[config.mk]
export PLATFORM = sky130hd
export DESIGN_NAME = hbp_top
export DESIGN_NICKNAME = d
export VERILOG_FILES = /design/src/verilog/hbp_pkg.sv /design/src/verilog/hbp_buf2.sv /design/src/verilog/hbp_top.sv
export SDC_FILE = /design/constraint.sdc
export NUM_CORES = 1
export LEC_CHECK = 0
export BUFFER_PORTS_ARGS = -buffer_cell sky130_fd_sc_hd__buf_2
export CAP_MARGIN = 0
export CORE_MARGIN = 4
export CORE_UTILIZATION = 36
export DETAILED_ROUTE_END_ITERATION = 12
export PLACE_DENSITY = 0.57
export SETUP_SLACK_MARGIN = 0.3
export SLEW_MARGIN = 10
export SYNTH_ARGS = -nofsm -noshare
export SYNTH_HDL_FRONTEND = slang
export SYNTH_SLANG_ARGS = --single-unit
[constraint.sdc]
create_clock -name mclk_in -period 9.73 [get_ports mclk_in]
set_input_delay 0 -clock mclk_in [delete_from_list [all_inputs] [get_ports mclk_in]]
set_output_delay 0 -clock mclk_in [all_outputs]
set_load 0.01 [all_outputs]
[src/verilog/hbp_pkg.sv]
// shared constants and carriers for the host byte port
`default_nettype none
package hbp_pkg;

  // ----------------------------------------------------------------
  // core-side word indices (eight consecutive locations)
  // ----------------------------------------------------------------
  localparam logic [2:0] IDX_BASE   = 3'h0; // base_address_reg
  localparam logic [2:0] IDX_PORT   = 3'h1; // port_control_reg
  localparam logic [2:0] IDX_CTRL   = 3'h2; // core_control_reg
  localparam logic [2:0] IDX_STAT   = 3'h3; // core_status_reg
  localparam logic [2:0] IDX_DIR    = 3'h4; // pin_direction_reg
  localparam logic [2:0] IDX_VAL    = 3'h5; // pin_value_reg
  localparam logic [2:0] IDX_RXWORD = 3'h6; // host_to_core_rx_word
  localparam logic [2:0] IDX_TXWORD = 3'h7; // core_to_host_tx_word

  // ----------------------------------------------------------------
  // field positions
  // ----------------------------------------------------------------
  localparam int ST_RXF   = 0; // core_rx_full_flag
  localparam int ST_TXE   = 1; // core_tx_empty_flag
  localparam int CT_RIE   = 0; // rx_irq_enable
  localparam int CT_TIE   = 1; // tx_irq_enable
  localparam int PC_EN    = 0; // port enable
  localparam int PC_MUX   = 1; // multiplexed address/data bus
  localparam int PC_DUAL  = 2; // separate read and write strobes
  localparam int PC_NOVEC = 3; // separate request outputs
  localparam int PC_HA8   = 4; // upper_addr_line_8 used by the port
  localparam int PC_HA9   = 5; // upper_addr_line_9 used by the port
  localparam int PC_CS    = 6; // port_select_pin used by the port
  localparam int PC_REQ   = 7; // request pin used by the port
  localparam int PC_ACK   = 8; // acknowledge/receive request pin used
  localparam int HC_RREQ  = 0; // host ctrl: receive request enable
  localparam int HC_TREQ  = 1; // host ctrl: transmit request enable
  localparam int HS_RXF   = 0; // host status: hostside_rx_full_flag
  localparam int HS_TXE   = 1; // host status: hostside_tx_empty_flag

  // ----------------------------------------------------------------
  // pin numbers of the upper eight host pins, 8 to 15
  // ----------------------------------------------------------------
  localparam int PIN_AS   = 8;  // address_strobe_pin / low_addr_line_0
  localparam int PIN_A8   = 9;
  localparam int PIN_A9   = 10;
  localparam int PIN_RW   = 11; // read_write_select_pin / read_strobe_pin
  localparam int PIN_DS   = 12; // data_strobe_pin / write_strobe_pin
  localparam int PIN_CS   = 13;
  localparam int PIN_REQ  = 14;
  localparam int PIN_ACK  = 15;

  // ----------------------------------------------------------------
  // host byte addresses and reset values
  // ----------------------------------------------------------------
  localparam logic [2:0]  HA_CTRL  = 3'h0;
  localparam logic [2:0]  HA_STAT  = 3'h2;
  localparam logic [2:0]  HA_HIGH  = 3'h5;
  localparam logic [2:0]  HA_MID   = 3'h6;
  localparam logic [2:0]  HA_LOW   = 3'h7;
  localparam logic [15:0] REG16_RST = 16'h0000;
  localparam logic [23:0] WORD_RST  = 24'h000000;
  localparam int          STAT_DELAY = 2; // core write to status update

  // ----------------------------------------------------------------
  // carriers
  // ----------------------------------------------------------------
  typedef struct packed {
    logic        wr;
    logic [2:0]  idx;
    logic [23:0] wdata;
  } hbp_req_s;

  typedef struct packed {
    logic [2:0]  idx;
    logic [23:0] rdata;
  } hbp_rsp_s;

endpackage
`default_nettype wire

[src/verilog/hbp_buf2.sv]
// two-entry buffer on the core answer path
`timescale 1ns/10ps
`default_nettype none
module hbp_buf2
  import hbp_pkg::*;
#(
  parameter int W     = $bits(hbp_rsp_s),
  parameter int DEPTH = 2
) (
  input  wire logic         mclk_in,
  input  wire logic         sys_rst_in,
  input  wire logic         in_valid_in,
  input  wire logic [W-1:0] in_data_in,
  output var  logic         in_ready_out,
  output var  logic         out_valid_out,
  output var  logic [W-1:0] out_data_out,
  input  wire logic         out_ready_in
);

  logic [W-1:0] mem_q [DEPTH];
  logic [1:0]   cnt_q;
  logic [1:0]   cnt_d;
  logic [1:0]   left;
  logic         push;
  logic         pop;

  // entry 0 is the head, entry 1 holds a word caught during a stall
  assign push  = in_valid_in & in_ready_out;
  assign pop   = out_valid_out & out_ready_in;
  assign left  = cnt_q - {1'b0, pop};
  assign cnt_d = left + {1'b0, push};
  assign out_data_out = mem_q[0];

  // occupancy with registered ready and valid
  always_ff @(posedge mclk_in or posedge sys_rst_in) begin
    if (sys_rst_in) begin
      cnt_q         <= 2'h0;
      in_ready_out  <= 1'b1;
      out_valid_out <= 1'b0;
    end else begin
      cnt_q         <= cnt_d;
      in_ready_out  <= (cnt_d != 2'(DEPTH));
      out_valid_out <= (cnt_d != 2'h0);
    end
  end

  // storage: shift the tail forward on a pop
  always_ff @(posedge mclk_in or posedge sys_rst_in) begin
    if (sys_rst_in) begin
      mem_q[0] <= '0;
      mem_q[1] <= '0;
    end else begin
      if (pop && cnt_q == 2'h2)
        mem_q[0] <= mem_q[1];
      else if (push && left == 2'h0)
        mem_q[0] <= in_data_in;
      if (push && left == 2'h1)
        mem_q[1] <= in_data_in;
    end
  end

endmodule
`default_nettype wire

[src/verilog/hbp_top.sv]
// host byte port: core-side registers, host byte bank and pin roles
//
// How it works
// - host byte bank and core word bank are separate register sets
// - core side decodes eight consecutive 24-bit word locations
// - host side decodes five of its eight byte addresses, 8 bits per access
// - five control registers are 16 bits; core reads upper bits zero
// - host triplet copies to core rx word when both flags clear
// - that copy sets host tx empty and core rx full together
// - core read of rx word clears rx full; word valid while set
// - rx irq enable and rx full raise receive interrupt request
// - rx full presents a core dma read request
// - core write of tx word clears core tx empty
// - core tx word moves to host rx triplet when both flags clear
// - that move sets host rx full and core tx empty
// - tx irq enable and tx empty raise transmit interrupt request
// - tx empty presents a core dma write request
// - status changed by a core write updates two cycles later
// - hardware and software reset both disable the port
// - after reset all host pins are general pins, undriven
// - port unused: all sixteen pins are general pins 0 to 15
// - port used: only five pins may each return to general use
// - pins serve multiplexed or non-multiplexed host bus
// - strobes are rw select plus data strobe, or read and write
// - request pins: combined request plus ack, or two requests
// - status register: rx full bit 0, tx empty bit 1
// - control register: rx irq enable bit 0, tx irq enable bit 1
`timescale 1ns/10ps
`default_nettype none
module hbp_top
  import hbp_pkg::*;
(
  input  wire logic        mclk_in,
  input  wire logic        sys_rst_in,
  input  wire logic        soft_rst_in,
  input  wire logic        core_req_valid_in,
  input  wire hbp_req_s    core_req_in,
  output var  logic        core_req_ready_out,
  output var  logic        core_rsp_valid_out,
  output var  hbp_rsp_s    core_rsp_out,
  input  wire logic        core_rsp_ready_in,
  output var  logic        rx_irq_out,
  output var  logic        tx_irq_out,
  output var  logic        rx_dma_req_out,
  output var  logic        tx_dma_req_out,
  input  wire logic [15:0] pin_in,
  output var  logic [15:0] pin_out,
  output var  logic [15:0] pin_oe_out
);

  // ----------------------------------------------------------------
  // functions
  // ----------------------------------------------------------------
  // read strobe active; v = {cs, ds/wr, rw/rd, as}, active low except rw select, high for read
  function automatic logic rd_act(input logic dual, input logic [3:0] v);
    rd_act = dual ? !v[1] : (!v[2] && v[1]);
  endfunction

  function automatic logic wr_act(input logic dual, input logic [3:0] v);
    wr_act = dual ? !v[2] : (!v[2] && !v[1]);
  endfunction

  // ----------------------------------------------------------------
  // state
  // ----------------------------------------------------------------
  logic [15:0] ctrl_q;        // core_control_reg
  logic [15:0] port_q;        // port_control_reg
  logic [15:0] base_q;        // base_address_reg
  logic [15:0] dir_q;         // pin_direction_reg
  logic [15:0] val_q;         // pin_value_reg
  logic [23:0] rx_word_q;     // host_to_core_rx_word
  logic [23:0] tx_word_q;     // core_to_host_tx_word
  logic        rxf_q;         // core_rx_full_flag
  logic        txe_q;         // core_tx_empty_flag
  logic [STAT_DELAY-1:0] txw_pipe_q;
  logic [23:0] h_tx_trip_q;   // hostside_tx_byte_triplet
  logic [23:0] h_rx_trip_q;   // hostside_rx_byte_triplet
  logic        h_txe_q;       // hostside_tx_empty_flag
  logic        h_rxf_q;       // hostside_rx_full_flag
  logic [1:0]  h_ctl_q;
  logic [3:0]  sync1_q;
  logic [3:0]  sync2_q;
  logic [3:0]  sync3_q;
  logic [2:0]  mux_addr_q;
  logic        mux_match_q;
  logic [7:0]  rd_byte_q;

  logic        en;
  logic        take;
  logic        rd_rx;
  logic        wr_tx;
  logic        copy_in;
  logic        move_out;
  logic [2:0]  h_addr;
  logic        h_sel;
  logic        h_rd_start;
  logic        h_wr_start;
  logic        h_drive;
  logic [7:0]  h_data;
  logic [23:0] rdata;
  logic [15:0] role;
  logic [15:0] pin_out_d;
  logic [15:0] pin_oe_d;
  logic        tx_rq;
  logic        rx_rq;
  hbp_rsp_s    rsp_d;

  assign en = port_q[PC_EN];

  // ----------------------------------------------------------------
  // core register access
  // ----------------------------------------------------------------
  // every taken request pushes one answer into the buffer
  assign take  = core_req_valid_in & core_req_ready_out;
  assign rd_rx = take && !core_req_in.wr
              && core_req_in.idx == IDX_RXWORD;
  assign wr_tx = take && core_req_in.wr
              && core_req_in.idx == IDX_TXWORD;

  // read mux: 16-bit registers return zero above bit 15
  always_comb begin
    rdata = WORD_RST;
    case (core_req_in.idx)
      IDX_BASE:   rdata = {8'h00, base_q};
      IDX_PORT:   rdata = {8'h00, port_q};
      IDX_CTRL:   rdata = {8'h00, ctrl_q};
      IDX_STAT:   rdata = {22'h000000, txe_q, rxf_q};
      IDX_DIR:    rdata = {8'h00, dir_q};
      IDX_VAL:    rdata = {8'h00, (val_q & dir_q) | (pin_in & ~dir_q)};
      IDX_RXWORD: rdata = rx_word_q;
      default:    rdata = WORD_RST;
    endcase
    if (core_req_in.wr)
      rdata = WORD_RST;
  end

  assign rsp_d.idx   = core_req_in.idx;
  assign rsp_d.rdata = rdata;

  // answer buffer: a stalled reader back-pressures new requests
  hbp_buf2 u_buf (
    .mclk_in       (mclk_in),
    .sys_rst_in    (sys_rst_in),
    .in_valid_in   (core_req_valid_in),
    .in_data_in    (rsp_d),
    .in_ready_out  (core_req_ready_out),
    .out_valid_out (core_rsp_valid_out),
    .out_data_out  (core_rsp_out),
    .out_ready_in  (core_rsp_ready_in)
  );

  // writable control registers
  always_ff @(posedge mclk_in or posedge sys_rst_in) begin
    if (sys_rst_in) begin
      ctrl_q <= REG16_RST;
      port_q <= REG16_RST;
      base_q <= REG16_RST;
      dir_q  <= REG16_RST;
      val_q  <= REG16_RST;
    end else if (soft_rst_in) begin
      ctrl_q <= REG16_RST;
      port_q <= REG16_RST;
      base_q <= REG16_RST;
      dir_q  <= REG16_RST;
      val_q  <= REG16_RST;
    end else if (take && core_req_in.wr) begin
      case (core_req_in.idx)
        IDX_CTRL: ctrl_q <= core_req_in.wdata[15:0];
        IDX_PORT: port_q <= core_req_in.wdata[15:0];
        IDX_BASE: base_q <= core_req_in.wdata[15:0];
        IDX_DIR:  dir_q  <= core_req_in.wdata[15:0];
        IDX_VAL:  val_q  <= core_req_in.wdata[15:0];
        default:  ;
      endcase
    end
  end

  // ----------------------------------------------------------------
  // word transfers between the two banks
  // ----------------------------------------------------------------
  assign copy_in  = en && !h_txe_q && !rxf_q;
  assign move_out = en && !txe_q && !h_rxf_q;

  // core data words and flags; a set beats a simultaneous clear
  always_ff @(posedge mclk_in or posedge sys_rst_in) begin
    if (sys_rst_in) begin
      rx_word_q  <= WORD_RST;
      tx_word_q  <= WORD_RST;
      rxf_q      <= 1'b0;
      txe_q      <= 1'b1;
      txw_pipe_q <= '0;
    end else if (soft_rst_in) begin
      rxf_q      <= 1'b0;
      txe_q      <= 1'b1;
      txw_pipe_q <= '0;
    end else begin
      txw_pipe_q <= {txw_pipe_q[STAT_DELAY-2:0], wr_tx};
      if (wr_tx)
        tx_word_q <= core_req_in.wdata;
      if (copy_in) begin
        rx_word_q <= h_tx_trip_q;
        rxf_q     <= 1'b1;
      end else if (rd_rx) begin
        rxf_q     <= 1'b0;
      end
      if (move_out)
        txe_q <= 1'b1;
      else if (txw_pipe_q[STAT_DELAY-1])
        txe_q <= 1'b0;
    end
  end

  // interrupt and dma requests toward the core
  always_ff @(posedge mclk_in or posedge sys_rst_in) begin
    if (sys_rst_in) begin
      rx_irq_out     <= 1'b0;
      tx_irq_out     <= 1'b0;
      rx_dma_req_out <= 1'b0;
      tx_dma_req_out <= 1'b0;
    end else begin
      rx_irq_out     <= en && ctrl_q[CT_RIE] && rxf_q;
      tx_irq_out     <= en && ctrl_q[CT_TIE] && txe_q;
      rx_dma_req_out <= en && rxf_q;
      tx_dma_req_out <= en && txe_q;
    end
  end

  // ----------------------------------------------------------------
  // host strobe capture
  // ----------------------------------------------------------------
  // cs, data/write strobe, rw/read strobe and address strobe
  always_ff @(posedge mclk_in or posedge sys_rst_in) begin
    if (sys_rst_in) begin
      sync1_q <= 4'hF;
      sync2_q <= 4'hF;
      sync3_q <= 4'hF;
    end else begin
      sync1_q <= {pin_in[PIN_CS], pin_in[PIN_DS],
                  pin_in[PIN_RW], pin_in[PIN_AS]};
      sync2_q <= sync1_q;
      sync3_q <= sync2_q;
    end
  end

  // multiplexed bus: latch address and base match on strobe fall
  always_ff @(posedge mclk_in or posedge sys_rst_in) begin
    if (sys_rst_in) begin
      mux_addr_q  <= 3'h0;
      mux_match_q <= 1'b0;
    end else if (port_q[PC_MUX] && !sync2_q[0] && sync3_q[0]) begin
      mux_addr_q  <= pin_in[2:0];
      mux_match_q <= {pin_in[PIN_CS], pin_in[PIN_A9], pin_in[PIN_A8],
                      pin_in[7:3]} == base_q[7:0];
    end
  end

  // decode the selected host byte address
  assign h_addr = port_q[PC_MUX] ? mux_addr_q
                : pin_in[PIN_A9:PIN_AS];
  assign h_sel  = en && (port_q[PC_MUX] ? mux_match_q : !sync2_q[3]);
  assign h_rd_start = h_sel && rd_act(port_q[PC_DUAL], sync2_q)
                   && !rd_act(port_q[PC_DUAL], sync3_q);
  assign h_wr_start = h_sel && wr_act(port_q[PC_DUAL], sync2_q)
                   && !wr_act(port_q[PC_DUAL], sync3_q);
  assign h_drive = h_sel && rd_act(port_q[PC_DUAL], sync2_q);
  assign h_data  = pin_in[7:0];

  // ----------------------------------------------------------------
  // host byte bank
  // ----------------------------------------------------------------
  // host writes fill the triplet; the low byte completes the word
  always_ff @(posedge mclk_in or posedge sys_rst_in) begin
    if (sys_rst_in) begin
      h_tx_trip_q <= WORD_RST;
      h_ctl_q     <= 2'h0;
      h_txe_q     <= 1'b1;
    end else if (soft_rst_in) begin
      h_ctl_q     <= 2'h0;
      h_txe_q     <= 1'b1;
    end else begin
      if (h_wr_start) begin
        case (h_addr)
          HA_CTRL: h_ctl_q            <= h_data[1:0];
          HA_HIGH: h_tx_trip_q[23:16] <= h_data;
          HA_MID:  h_tx_trip_q[15:8]  <= h_data;
          HA_LOW:  h_tx_trip_q[7:0]   <= h_data;
          default: ;
        endcase
      end
      if (copy_in)
        h_txe_q <= 1'b1;
      else if (h_wr_start && h_addr == HA_LOW)
        h_txe_q <= 1'b0;
    end
  end

  // host rx triplet, its full flag and the byte driven on reads
  always_ff @(posedge mclk_in or posedge sys_rst_in) begin
    if (sys_rst_in) begin
      h_rx_trip_q <= WORD_RST;
      h_rxf_q     <= 1'b0;
      rd_byte_q   <= 8'h00;
    end else if (soft_rst_in) begin
      h_rxf_q     <= 1'b0;
      rd_byte_q   <= 8'h00;
    end else begin
      if (move_out)
        h_rx_trip_q <= tx_word_q;
      if (move_out)
        h_rxf_q <= 1'b1;
      else if (h_rd_start && h_addr == HA_LOW)
        h_rxf_q <= 1'b0;
      if (h_rd_start) begin
        case (h_addr)
          HA_CTRL: rd_byte_q <= {6'h00, h_ctl_q};
          HA_STAT: rd_byte_q <= {6'h00, h_txe_q, h_rxf_q};
          HA_HIGH: rd_byte_q <= h_rx_trip_q[23:16];
          HA_MID:  rd_byte_q <= h_rx_trip_q[15:8];
          HA_LOW:  rd_byte_q <= h_rx_trip_q[7:0];
          default: rd_byte_q <= 8'h00;
        endcase
      end
    end
  end

  // ----------------------------------------------------------------
  // pin roles
  // ----------------------------------------------------------------
  // a pin is a port pin only while enabled; five may stay general
  always_comb begin
    role = 16'h0000;
    if (en) begin
      role           = 16'h19FF;
      role[PIN_A8]   = port_q[PC_HA8];
      role[PIN_A9]   = port_q[PC_HA9];
      role[PIN_CS]   = port_q[PC_CS];
      role[PIN_REQ]  = port_q[PC_REQ];
      role[PIN_ACK]  = port_q[PC_ACK];
    end
  end

  assign tx_rq = h_txe_q && h_ctl_q[HC_TREQ];
  assign rx_rq = h_rxf_q && h_ctl_q[HC_RREQ];

  // drive values: general pins from registers, port pins by mode
  always_comb begin
    pin_out_d = val_q;
    pin_oe_d  = dir_q;
    for (int i = 0; i < 16; i++) begin
      if (role[i]) begin
        pin_out_d[i] = 1'b0;
        pin_oe_d[i]  = 1'b0;
      end
    end
    if (role[7]) begin
      pin_out_d[7:0] = rd_byte_q;
      pin_oe_d[7:0]  = {8{h_drive}};
    end
    if (role[PIN_REQ]) begin
      pin_out_d[PIN_REQ] = port_q[PC_NOVEC] ? !tx_rq : !(tx_rq || rx_rq);
      pin_oe_d[PIN_REQ]  = 1'b1;
    end
    if (role[PIN_ACK] && port_q[PC_NOVEC]) begin
      pin_out_d[PIN_ACK] = !rx_rq;
      pin_oe_d[PIN_ACK]  = 1'b1;
    end
  end

  // registered pin drivers; all undriven while sys_rst_in is high
  always_ff @(posedge mclk_in or posedge sys_rst_in) begin
    if (sys_rst_in) begin
      pin_out    <= 16'h0000;
      pin_oe_out <= 16'h0000;
    end else begin
      pin_out    <= pin_out_d;
      pin_oe_out <= pin_oe_d;
    end
  end

endmodule
`default_nettype wire

* Yosys cells after proc, flatten, opt, wreduce, memory -nomap -nowiden
Index checks and enable logic that the tools add are counted.
Cells by class: multiplexer cells 80, add/subtract/negate cells 2, bitwise logic cells 7, equality and inequality tests 15, reductions and logical operators 80
Operator list (number):
- 16-bit 2-to-1 mux | 16
- 24-bit one-hot mux with 7 select lines | 1
- 27-bit 2-to-1 mux | 2
- 1-bit 2-to-1 mux | 50
- 8-bit one-hot mux with 5 select lines | 1
- 1-bit logical AND | 33
- 16-bit bitwise AND | 2
- 8-bit 2-to-1 mux | 4
- 24-bit 2-to-1 mux | 1
- 2-bit nonzero test | 11
- 3-bit == test, second input constant | 7
- 2-bit AND reduction | 9
- 1-bit logical NOT | 16
- 16-bit NOT | 1
- 16-bit OR | 1
- 3-bit nonzero test | 4
- 3-bit by 2-bit == test with 1-bit output, second input constant | 3
- 3-bit AND reduction | 3
- 8-bit == test | 1
- 2-bit 2-to-1 mux | 4
- 3-bit logical NOT | 2
- 3-bit by 1-bit == test with 1-bit output, second input constant | 1
- 3-bit 2-to-1 mux | 1
- 2-bit by 1-bit adder with 2-bit output | 1
- other kinds (8) | 9
Storage, ports and cells: register bits after elaboration 301, logic and storage cells 218, output and inout bits 65, input bits 49

* Longest topological paths before layout
Gate-level depths: netlist (run 1).
word-level depth 9, gate-level depth with buffers 9, mapped depth without buffers 7

* Cells and area by module
From an unflattened synthesis (run 1), not the netlist that was laid out.
Unflattened totals: cells, all modules 1229, area, all modules 13696.9 um2
By module, submodules not included:
- hbp_top | instances 1, area an instance 10903.0 um2, cells each 975
- hbp_buf2 | instances 1, area an instance 2793.9 um2, cells each 254

* Worst setup path before layout (run 1)
No wires, ideal clock.
path kind flip-flop to flip-flop, start point register u_buf.in_ready_out, end point register tx_word_q[10], setup slack 7.795 ns, arrival 1.810 ns, clock period less this slack 1.935 ns, path buffers 2, required time 9.605 ns, cell stages (with the launch flop) 7, setup time 0.125 ns, cells stage by stage dfstp_2 > and2_1 > buf_4 > nand2_1 > nor4_4 > buf_4 > mux2_2
On the way: word-level cells in the longest chain between the ends 4
Ends and longest elaborated chain:
- from (decl) | RTL line hbp_buf2.sv:14 | output var logic in_ready_out,
- from (signal assigned) | RTL line hbp_buf2.sv:42 | in_ready_out <= (cnt_d != 2'(DEPTH));
- 1-bit bitwise AND | RTL line hbp_top.sv:114 | assign take = core_req_valid_in & core_req_ready_out;
- 1-bit logical AND | RTL line hbp_top.sv:117 | assign wr_tx = take && core_req_in.wr
- 1-bit logical AND | RTL line hbp_top.sv:118 | && core_req_in.idx == IDX_TXWORD;
- 2-bit AND reduction (no line)
- to (signal assigned) | RTL line hbp_top.sv:199 | tx_word_q <= core_req_in.wdata;
- to (decl) | RTL line hbp_top.sv:72 | logic [23:0] tx_word_q;
No other way between the ends. A chain may end at the register's enable or synchronous reset.

* Worst setup path in the final report (run 1)
start point register u_buf.in_ready_out, end point register val_q[0]
On the way: word-level cells in the longest chain between the ends 4
Ends and longest elaborated chain:
- 1-bit bitwise AND | RTL line hbp_top.sv:114
- 1-bit logical AND | RTL line hbp_top.sv:166 | end else if (take && core_req_in.wr) begin
- 2-bit nonzero test (no line)
- 2-bit AND reduction (no line)
- to (signal assigned) | RTL line hbp_top.sv:172 | IDX_VAL: val_q <= core_req_in.wdata[15:0];
- to (decl) | RTL line hbp_top.sv:70 | logic [15:0] val_q;
No other way between the ends.

==> results of run 1 <==
critical path, cell delays in order (launching register included):
cell           delay [ns]
dfstp_2              0.52
and2_1               0.43
nand4_1              0.79
nand2_1              0.28
a21oi_1              0.09
dlygate4sd3_1        0.57
layer usage:
metal,global-route usage [%],vias up,part of all wire [%]
met3,2.71,44,5.1
met1,26.3,4681,46
met2,29.3,263,47
li1,-,4201,-
met4,4.20,0,1.8
met5,0,-,0
logic make-up after synthesis:
group / Yosys count / share of synthesized area (%)
xor gates and xnor gates: 10 / 0.655
adders and majority gates: 2 / 0.187
AOI/OAI and AO/OA: 198 / 9.13
buffers and inverters: 113 / 4.60
and+or+nand+nor: 298 / 10.7
DFF: 301 / 56.4
muxes: 222 / 18.3
where the power goes:
group	leakage, nW	switching, mW	internal [mW]
sequential	4.09	0.0528	1.36
clock	0.601	0.522	0.831
combinational	2.87	0.247	0.152
total	7.56	0.822	2.34
state kept, by name, summed over array words and instances, names as in the netlist, 24 cells and up:
| register | flops |
|---|---|
| tx_word_q | 24 |
| h_rx_trip_q | 24 |
| u_buf.out_data_out | 27 |
| h_tx_trip_q | 24 |
| u_buf.mem_q | 27 |
| rx_word_q | 24 |
through the flow:
| stage | instances | util, % | instance area [um2] | power, mW |
|---|---|---|---|---|
| after global routing | 1756 | 43.1 | 15800 | 3.31 |
| final | 1756 | 43.1 | 15800 | 3.16 |
| after global placement | 1645 | 38.6 | 14100 | 1.81 |
| after CTS | 1756 | 43.1 | 15800 | 3.20 |
| after detailed placement | 1645 | 38.6 | 14100 | 1.82 |
| after floorplan | 1144 | - | 13400 | 1.72 |
how the worst min path moves through the flow:
stage	to	slack [ns]
6_report	mux_match_q$_DFFE_PP0P_	0.07
3_3_place_gp	sync1_q[2]$_DFF_PP1_	0.13
2_1_floorplan	sync1_q[0]$_DFF_PP1_	0.004
4_1_cts	mux_match_q$_DFFE_PP0P_	0.04
3_5_place_dp	sync1_q[2]$_DFF_PP1_	0.13
5_1_grt	mux_match_q$_DFFE_PP0P_	0.06
area by class of cell:
| cell class | instances | area [um2] |
|---|---|---|
| fillers | 3541 | 20800 |
| flip-flops and latches | 301 | 7550 |
| multi-input cells | 730 | 5230 |
| repair buffers | 174 | 1140 |
| clock buffers | 51 | 1050 |
| well taps | 468 | 586 |
| clock inverters | 14 | 153 |
| inverters | 18 | 75.1 |
synth_stat cells, types with 4 or more instances:
library cell / n / area, um2
a221oi_1: 4 / 35.0
nand3_1: 8 / 40.0
or2_2: 4 / 25.0
a22o_1: 8 / 70.1
nand2_1: 108 / 405
a21boi_0: 6 / 45.0
dfrtp_1: 287 / 7180
nor3_2: 4 / 40.0
buf_2: 21 / 105
o21ai_0: 70 / 350
nand2b_1: 4 / 25.0
xnor2_1: 9 / 78.8
mux2_4: 16 / 240
and2_1: 6 / 37.5
nand3b_1: 4 / 30.0
clkbuf_1: 25 / 93.8
nor2_1: 94 / 353
o22ai_1: 11 / 68.8
mux2_2: 103 / 1160
a21oi_1: 55 / 275
nor2b_1: 15 / 93.8
inv_1: 17 / 63.8
a22oi_1: 12 / 90.1
buf_1: 7 / 26.3
and3_1: 22 / 138
mux2i_1: 99 / 991
o21a_1: 6 / 45.0
buf_4: 40 / 300
dfstp_2: 14 / 368
what timing repair did:
item                      CTS  global route
hold buffers               46             0
gates resized for setup     0             0
hold endpoints to repair  281             0
==> results.sh, run 1 <==
export IMPL_cts_setup_buffers=0
export IMPL_start_util_pct=36.6
export IMPL_ff2ff_setup_slack_ns=6.94
export IMPL_synth_edf_count=0
export IMPL_critPathLaunch="u_buf.in_ready_out$_DFF_PP1_"
export IMPL_clk_pin_slew_ns=0.06
export IMPL_maxCapViolCount=0
export IMPL_setup_ws_ns=6.94
export IMPL_required_ns=10.13
export IMPL_final_hold_violation_count=0
export IMPL_ant_nets=0
export IMPL_worst_pin_slew_ns=1.16
export IMPL_clk_latency_ns=0.53
export IMPL_core_area_mm2=0.0366
export IMPL_drt_pass1_iter_count=5
export IMPL_io_buffer_count=113
export IMPL_r2r_end="val_q[0]$_DFFE_PP0P_"
export IMPL_grt_usage_pct=18.2
export IMPL_routed_wl_mm=37.2
export IMPL_cts_buffer_depth=3
export IMPL_drt_iter0_markers=695
export IMPL_hpwl_mm=24.5
export IMPL_setup_viol=0
export IMPL_grt_max_degree=146
export IMPL_ys_ff_latch=301
export IMPL_arrival_ns=3.20
export IMPL_die_w_um=201
export IMPL_cts_htree_levels=2
export IMPL_die_h_um=201
export IMPL_final_cell_mix="dfrtp_1 (287), buf_2 (113), nand2_1 (108)"
export IMPL_area_growth_syn_to_layout_pct=17.9
export IMPL_grt_pass1_vias=9270
export IMPL_cp_start_kind="flip-flop"
export IMPL_hp_class="input port to flip-flop"
export IMPL_ys_types=70
export IMPL_cts_tree="done"
export IMPL_power_leakage_nw=7.56
export IMPL_syn_area_mm2=0.0134
export IMPL_fin_crit_ns=2.79
export IMPL_antenna_found_initial=0
export IMPL_powerDensity_mw_per_mm2=200
export IMPL_r2r_start="u_buf.in_ready_out$_DFF_PP1_"
export IMPL_cp_endpoint="val_q[0]$_DFFE_PP0P_"
export IMPL_vias=9189
export IMPL_wl_per_cell_um=21.2
export IMPL_numCtsBuffers=36
export IMPL_yosysWarningCount=0
export IMPL_finalSetupTns_ns=0
export IMPL_post_place_ws_ns=6.99
export IMPL_io_pins=114
export IMPL_skew_ns=0.0186
export IMPL_syn_avg_cell_area_um2=11.7
export IMPL_synth_yosys_seq_area_share_pct=56.4
export IMPL_r2r_cells=5
export IMPL_min_delay_path_depth=4
export IMPL_viasPerCell=5.23
export IMPL_place_gp_congestion=0.813
export IMPL_crit_fanout=16
export IMPL_drc=0
export IMPL_ir_worst_vdd_mv=0.124
export IMPL_status="complete, no violations"
export IMPL_timing_fmax_mhz=358
export IMPL_syn_inst=1144
export IMPL_whs_ns=0.0677
export IMPL_cts_root_buf="clkbuf_16"
export IMPL_rows=70
export IMPL_min_from="pin_in[10]"
export IMPL_antenna_cells=0
export IMPL_synth_nets=1195
export IMPL_synthArstFlopShare_pct=100
export IMPL_cts_sinks=301
export IMPL_fin_nets=1312
export IMPL_crit_type="flip-flop to flip-flop"
export IMPL_finalMaxSlewViolations=0
export IMPL_grt_ovfl_total=0
export IMPL_fin_crit_sh_pct=28.7
export IMPL_critPathCaptureType="flip-flop"
export IMPL_drive_above_1_share_pct=27.0
export IMPL_ys_flop_type="dfrtp_1"
export IMPL_die_area_mm2=0.0403
export IMPL_final_common_cell="dfrtp_1"
export IMPL_grt_pass1_wl_mm=57.7
export IMPL_rsz0062_at_grt="no"
export IMPL_relSlewSlack_pct=22.6
Note: power is estimated with default switching activity, not from simulation.
==> run 2, diff against run 1 <==
ABC_AREA = 1   (was not set)
clock period = 2.9 ns   (was 9.73 ns; I/O delays follow)
==> run 2 against run 1 <==
Global-route usage is 0.37 points higher. Sequential power grew to 3.5 times the previous value. Setup slack got worse by 6.3 ns. Critical path type unchanged. Largest cell class unchanged.
==> results.sh, run 2 <==
export IMPL_final_cell_mix="nand2_1 (487), dfrtp_1 (287), o21ai_0 (149)"
export IMPL_rows=69
export IMPL_ys_ff_latch=301
export IMPL_cts_sinks=301
export IMPL_ys_types=37
export IMPL_synth_edf_count=0
export IMPL_cp_start_kind="flip-flop"
export IMPL_die_w_um=199
export IMPL_relSlewSlack_pct=44.9
export IMPL_vias=10200
export IMPL_drc=0
export IMPL_grt_pass1_vias=9996
export IMPL_critPathCaptureType="flip-flop"
export IMPL_required_ns=3.28
export IMPL_stdcell_area_mm2=0.0156
export IMPL_r2r_start="u_buf.out_valid_out$_DFF_PP0_"
export IMPL_multi_input_area_mm2=0.00456
export IMPL_grt_usage_pct=18.6
export IMPL_fin_nets=1667
export IMPL_register_area_mm2=0.00755
export IMPL_fin_util_pct=43.6
export IMPL_place_gp_congestion=0.876
export IMPL_yosysWarningCount=0
export IMPL_finalMaxSlewViolations=0
export IMPL_cts_htree_levels=2
export IMPL_power_leakage_nw=8.03
export IMPL_antenna_cells=0
export IMPL_yosysMostFrequentCell="nand2_1"
export IMPL_r2r_end="u_buf.out_data_out[12]$_DFFE_PP0P_"
export IMPL_grt_ovfl_total=0
export IMPL_hp_class="input port to flip-flop"
export IMPL_post_place_ws_ns=0.637
export IMPL_rsz0062_at_grt="no"
export IMPL_min_from="pin_in[9]"
export IMPL_syn_area_mm2=0.0132
export IMPL_io_buffer_count=113
export IMPL_ff2ff_setup_slack_ns=0.63
export IMPL_fin_crit_ns=2.27
export IMPL_final_hold_violation_count=0
export IMPL_synth_top_area_share_pct=54.6
export IMPL_ys_flop_type="dfrtp_1"
export IMPL_powerDensity_mw_per_mm2=729
export IMPL_skew_ns=0.0250
export IMPL_arrival_ns=2.65
export IMPL_antenna_found_initial=0
export IMPL_synthTopCellsByCount="nand2_1 (487), dfrtp_1 (287), o21ai_0 (149)"
export IMPL_grt_max_degree=128
export IMPL_cts_tree="done"
export IMPL_finalPower_mw=11.4
export IMPL_crit_fanout=17
export IMPL_viasPerCell=4.87
export IMPL_synth_nets=1540
export IMPL_fillers=3458
export IMPL_wl_per_cell_um=17.3
export IMPL_cts_setup_buffers=0
export IMPL_clk_pin_slew_ns=0.06
export IMPL_ir_worst_vdd_mv=0.475
export IMPL_start_util_pct=36.7
export IMPL_area_growth_syn_to_layout_pct=18.8
export IMPL_timing_fmax_mhz=441
export IMPL_netlist_top_cell_by_area="dfrtp_1"
export IMPL_r2r_cells=11
export IMPL_cts_root_buf="clkbuf_16"
export IMPL_core_area_mm2=0.0358
export IMPL_placedInstanceArea_mm2=0.0140
export IMPL_whs_ns=0.0335
export IMPL_syn_avg_cell_area_um2=8.83
export IMPL_drt_iter0_markers=768
export IMPL_min_delay_path_depth=5
export IMPL_numCtsBuffers=34
export IMPL_fin_crit_sh_pct=78.2
export IMPL_worst_pin_slew_ns=0.824
export IMPL_synthArstFlopShare_pct=100
export IMPL_io_pins=114
export IMPL_crit_type="flip-flop to flip-flop"
export IMPL_routed_wl_mm=36.5
export IMPL_synth_yosys_seq_area_share_pct=57.4
export IMPL_final_common_cell="nand2_1"
export IMPL_die_h_um=199
export IMPL_status="complete, no violations"
export IMPL_die_area_mm2=0.0397
export IMPL_synthTopCellsByArea="dfrtp_1 (55%), nand2_1 (14%), o21ai_0 (5.7%)"
export IMPL_drt_pass1_iter_count=5
export IMPL_drive_above_1_share_pct=17.4
export IMPL_grt_pass1_wl_mm=57.8
export IMPL_maxCapViolCount=0
export IMPL_setup_viol=0
export IMPL_setup_ws_ns=0.631
export IMPL_hpwl_mm=25.9
export IMPL_clk_latency_ns=0.52
export IMPL_ant_nets=0
export IMPL_min_to="mux_match_q$_DFFE_PP0P_"
export IMPL_cts_buffer_depth=3
export IMPL_syn_inst=1489
## run 2: final cells by class
type                            instances  share of cell area (%)
Clock buffer                           48                    6.51
Clock inverter                         13                    1.23
Inverter                              160                    3.88
Multi-Input combinational cell        950                    29.2
Sequential cell                       301                    48.3
Tap cell                              461                    3.69
Timing Repair Buffer                  169                    7.14
## run 2: metrics by stage
stage,std cells,TNS (ns)
2_1_floorplan,1489,-312.98
3_3_place_gp,1999,0
3_5_place_dp,1999,0
4_1_cts,2102,0
5_1_grt,2102,0
6_report,2102,0
## run 2: cells by family (layout without fill, tap and decap cells)
kind of cell,Yosys count,count (layout),synth area share [%]
simple gates,673,673,21.2
flops,301,301,57.4
buf+inv,238,390,7.95
compound gates,229,229,9.43
mux,40,40,3.42
xor+xnor,6,6,0.400
fa+ha+maj,2,2,0.190
## run 2: routing by layer
metal / part of all wire [%] / vias up / global-route usage (%) / wire [um]
met5: 0 / - / 0 / 0
met3: 5.7 / 54 / 2.46 / 2070
li1: - / 4940 / - / -
met1: 48 / 4931 / 27.9 / 17500
met4: 2.4 / 0 / 4.56 / 861
met2: 44 / 319 / 28.7 / 16000
## run 2: critical path: stages, from the launching register on
cell,delay [ns]
dfrtp_1,0.37
nand2_1,0.06
inv_1,0.05
ha_1,0.19
inv_1,0.06
nand2_1,0.04
nand2_1,0.15
nor2_1,0.08
nand3_1,0.30
clkinv_1,0.53
nand3_1,0.26
nand2_1,0.06
## run 2: power breakdown
part           internal, mW  total, mW  switching (mW)  leakage [nW]
Combinational         0.573       1.78            1.20          3.49
Clock                  2.89       4.61            1.72         0.597
Sequential             4.73       5.00           0.270          3.95
## run 2: timing repair
action                                 CTS  global route
hold buffers                            42             0
resized for setup                        0             0
endpoints found under the hold margin  412             0
## run 2: how the worst max path moves through the flow
stage / end / cells after the start / start
final: u_buf.out_data_out[12]$_DFFE_PP0P_ / 11 / u_buf.out_valid_out$_DFF_PP0_
after global routing: u_buf.out_data_out[12]$_DFFE_PP0P_ / 11 / u_buf.out_valid_out$_DFF_PP0_
after CTS: u_buf.out_data_out[5]$_DFFE_PP0P_ / 11 / u_buf.out_valid_out$_DFF_PP0_
after detailed placement: u_buf.out_data_out[5]$_DFFE_PP0P_ / 11 / u_buf.out_valid_out$_DFF_PP0_
after global placement: u_buf.out_data_out[10]$_DFFE_PP0P_ / 11 / u_buf.out_valid_out$_DFF_PP0_
after floorplan: base_q[0]$_DFFE_PP0P_ / 1 / sys_rst_in
==> run 3, diff against run 2 <==
PLACE_DENSITY = 0.59   (was 0.57)
clock period = 2.05 ns   (was 2.9 ns; I/O delays follow)
==> run 3 against run 2 <==
Global-route usage up 0.67 points. Critical path depth decreased by 4. First-iteration DRC count up 11%. Cell count rose by 2.1%. Clock skew shrank 0.0079 ns. Critical path type unchanged. Largest cell class unchanged. Largest power group unchanged. Highest routed layer unchanged.
==> results.sh, run 3 (synthesis results as in run 2) <==
export IMPL_status="complete, no violations"
export IMPL_io_pins=114
export IMPL_min_to="u_buf.cnt_q[0]$_DFF_PP0_"
export IMPL_clk_pin_slew_ns=0.06
export IMPL_vias=10600
export IMPL_maxCapViolCount=0
export IMPL_max_stage_delay_ns=0.53
export IMPL_min_delay_path_depth=4
export IMPL_die_h_um=199
export IMPL_setup_viol=0
export IMPL_arrival_ns=2.16
export IMPL_worst_pin_slew_ns=0.681
export IMPL_crit_type="flip-flop to flip-flop"
export IMPL_die_w_um=199
export IMPL_critPathSlowestCell="dfstp_2"
export IMPL_grt_max_degree=70
export IMPL_r2r_start="u_buf.in_ready_out$_DFF_PP1_"
export IMPL_antenna_found_initial=0
export IMPL_final_cell_mix="nand2_1 (470), dfrtp_1 (286), o21ai_0 (147)"
export IMPL_rows=69
export IMPL_viasPerCell=4.96
export IMPL_routed_wl_mm=38.8
export IMPL_required_ns=2.48
export IMPL_hpwl_mm=26.9
export IMPL_critical_path_cell_chain="nand2_2 > nor2_4 > inv_2 > nor2_2 > nand2_4 > clkbuf_16 > o21ai_0"
export IMPL_wl_per_cell_um=18.1
export IMPL_grt_ovfl_total=0
export IMPL_drt_pass1_iter_count=6
export IMPL_cts_root_buf="clkbuf_16"
export IMPL_core_area_mm2=0.0358
export IMPL_cts_buffer_depth=3
export IMPL_cts_tree="done"
export IMPL_post_place_ws_ns=-0.00503
export IMPL_drt_iter0_markers=855
export IMPL_ant_nets=0
export IMPL_drive_above_1_share_pct=21.0
export IMPL_area_growth_syn_to_layout_pct=23.3
export IMPL_grt_pass1_wl_mm=60.1
export IMPL_cp_start_kind="flip-flop"
export IMPL_antenna_cells=0
export IMPL_relSlewSlack_pct=54.5
export IMPL_fin_crit_sh_pct=84.4
export IMPL_power_leakage_nw=8.28
export IMPL_timing_fmax_mhz=578
export IMPL_setup_ws_ns=0.320
export IMPL_finalMaxSlewViolations=0
export IMPL_fin_crit_ns=1.73
export IMPL_die_area_mm2=0.0397
export IMPL_grt_usage_pct=19.3
export IMPL_cts_sinks=301
export IMPL_grt_pass1_vias=10500
export IMPL_critPathCaptureType="flip-flop"
export IMPL_path_delay_family="simple AND/OR/NAND/NOR gates"
export IMPL_cp_buffers_inverters=2
export IMPL_ir_worst_vdd_mv=0.486
export IMPL_skew_ns=0.0170
export IMPL_numCtsBuffers=34
export IMPL_crit_fanout=20
export IMPL_place_gp_congestion=0.887
export IMPL_min_from="core_req_valid_in"
export IMPL_start_util_pct=36.7
export IMPL_drc=0
export IMPL_fin_util_pct=45.3
export IMPL_final_hold_violation_count=0
export IMPL_io_buffer_count=113
export IMPL_powerDensity_mw_per_mm2=1000
export IMPL_cts_htree_levels=2
export IMPL_fin_nets=1713
export IMPL_clk_latency_ns=0.52
export IMPL_r2r_end="tx_word_q[15]$_DFFE_PP0P_"
export IMPL_final_common_cell="nand2_1"
export IMPL_ff2ff_setup_slack_ns=0.32
export IMPL_r2r_cells=7
export IMPL_hp_class="input port to flip-flop"
export IMPL_rsz0062_at_grt="yes"
[run 3: per-layer routing]
metal,up-vias,wire [um],global-route usage [%]
met4,0,812,5.09
met5,-,0,0
met2,364,17600,30.0
li1,5039,-,-
met1,5180,17900,28.4
met3,59,2450,2.85
[run 3: metrics by stage]
step | cells | setup TNS [ns] | cell area [um2] | hold slack [ns] | power [mW]
after floorplan | 1489 | -568.83 | 13200 | 0.00448 | 8.95
after global placement | 2022 | 0 | 14200 | 0.101 | 9.65
after detailed placement | 2022 | -0.00503 | 14200 | 0.0990 | 9.72
after CTS | 2134 | 0 | 15900 | 0.0717 | 16.0
after global routing | 2147 | 0 | 16200 | 0.143 | 17.0
final | 2147 | 0 | 16200 | 0.0999 | 16.2
[run 3: worst min-delay path, delay by kind of cell]
kind,cells,cell delay (ns)
buffers and inverters,2,0.26
AND/OR/NAND/NOR,1,0.11
adder cells (fa/ha/maj),1,0.19
[run 3: power by group]
group          switching (mW)  total, mW  internal (mW)
registers               0.408       7.10           6.69
logic                    1.93       3.09           1.16
clock network            2.38       6.03           3.65
total                    4.73       16.2           11.5
[run 3: worst max path at each step]
stage	cells after the start	start	to
6_report	7	u_buf.in_ready_out$_DFF_PP1_	tx_word_q[15]$_DFFE_PP0P_
5_1_grt	12	u_buf.out_valid_out$_DFF_PP0_	u_buf.out_data_out[8]$_DFFE_PP0P_
4_1_cts	7	port_q[1]$_DFFE_PP0P_	h_tx_trip_q[21]$_DFFE_PP0P_
3_5_place_dp	14	u_buf.out_valid_out$_DFF_PP0_	u_buf.out_data_out[4]$_DFFE_PP0P_
3_3_place_gp	14	u_buf.out_valid_out$_DFF_PP0_	u_buf.out_data_out[9]$_DFFE_PP0P_
2_1_floorplan	1	sys_rst_in	base_q[0]$_DFFE_PP0P_
[run 3: cell type report]
class                   instances  area, um2
well taps                     461        577
repair buffers                209       1600
inverters                     160        651
fillers                      3465      19600
clock buffers                  53       1010
multi-input cells             953       4710
flip-flops and latches        301       7550
clock inverters                 7       88.8
repair inverters                3       23.8
[run 3: timing repair]
action                     4_1_cts  5_1_grt
hold buffers                    42        0
setup endpoints to repair       85       88
cloned                           3        6
pin swaps                        6       16
resized for setup               12       41
hold endpoints to repair       259        0
buffers inserted                 7        7
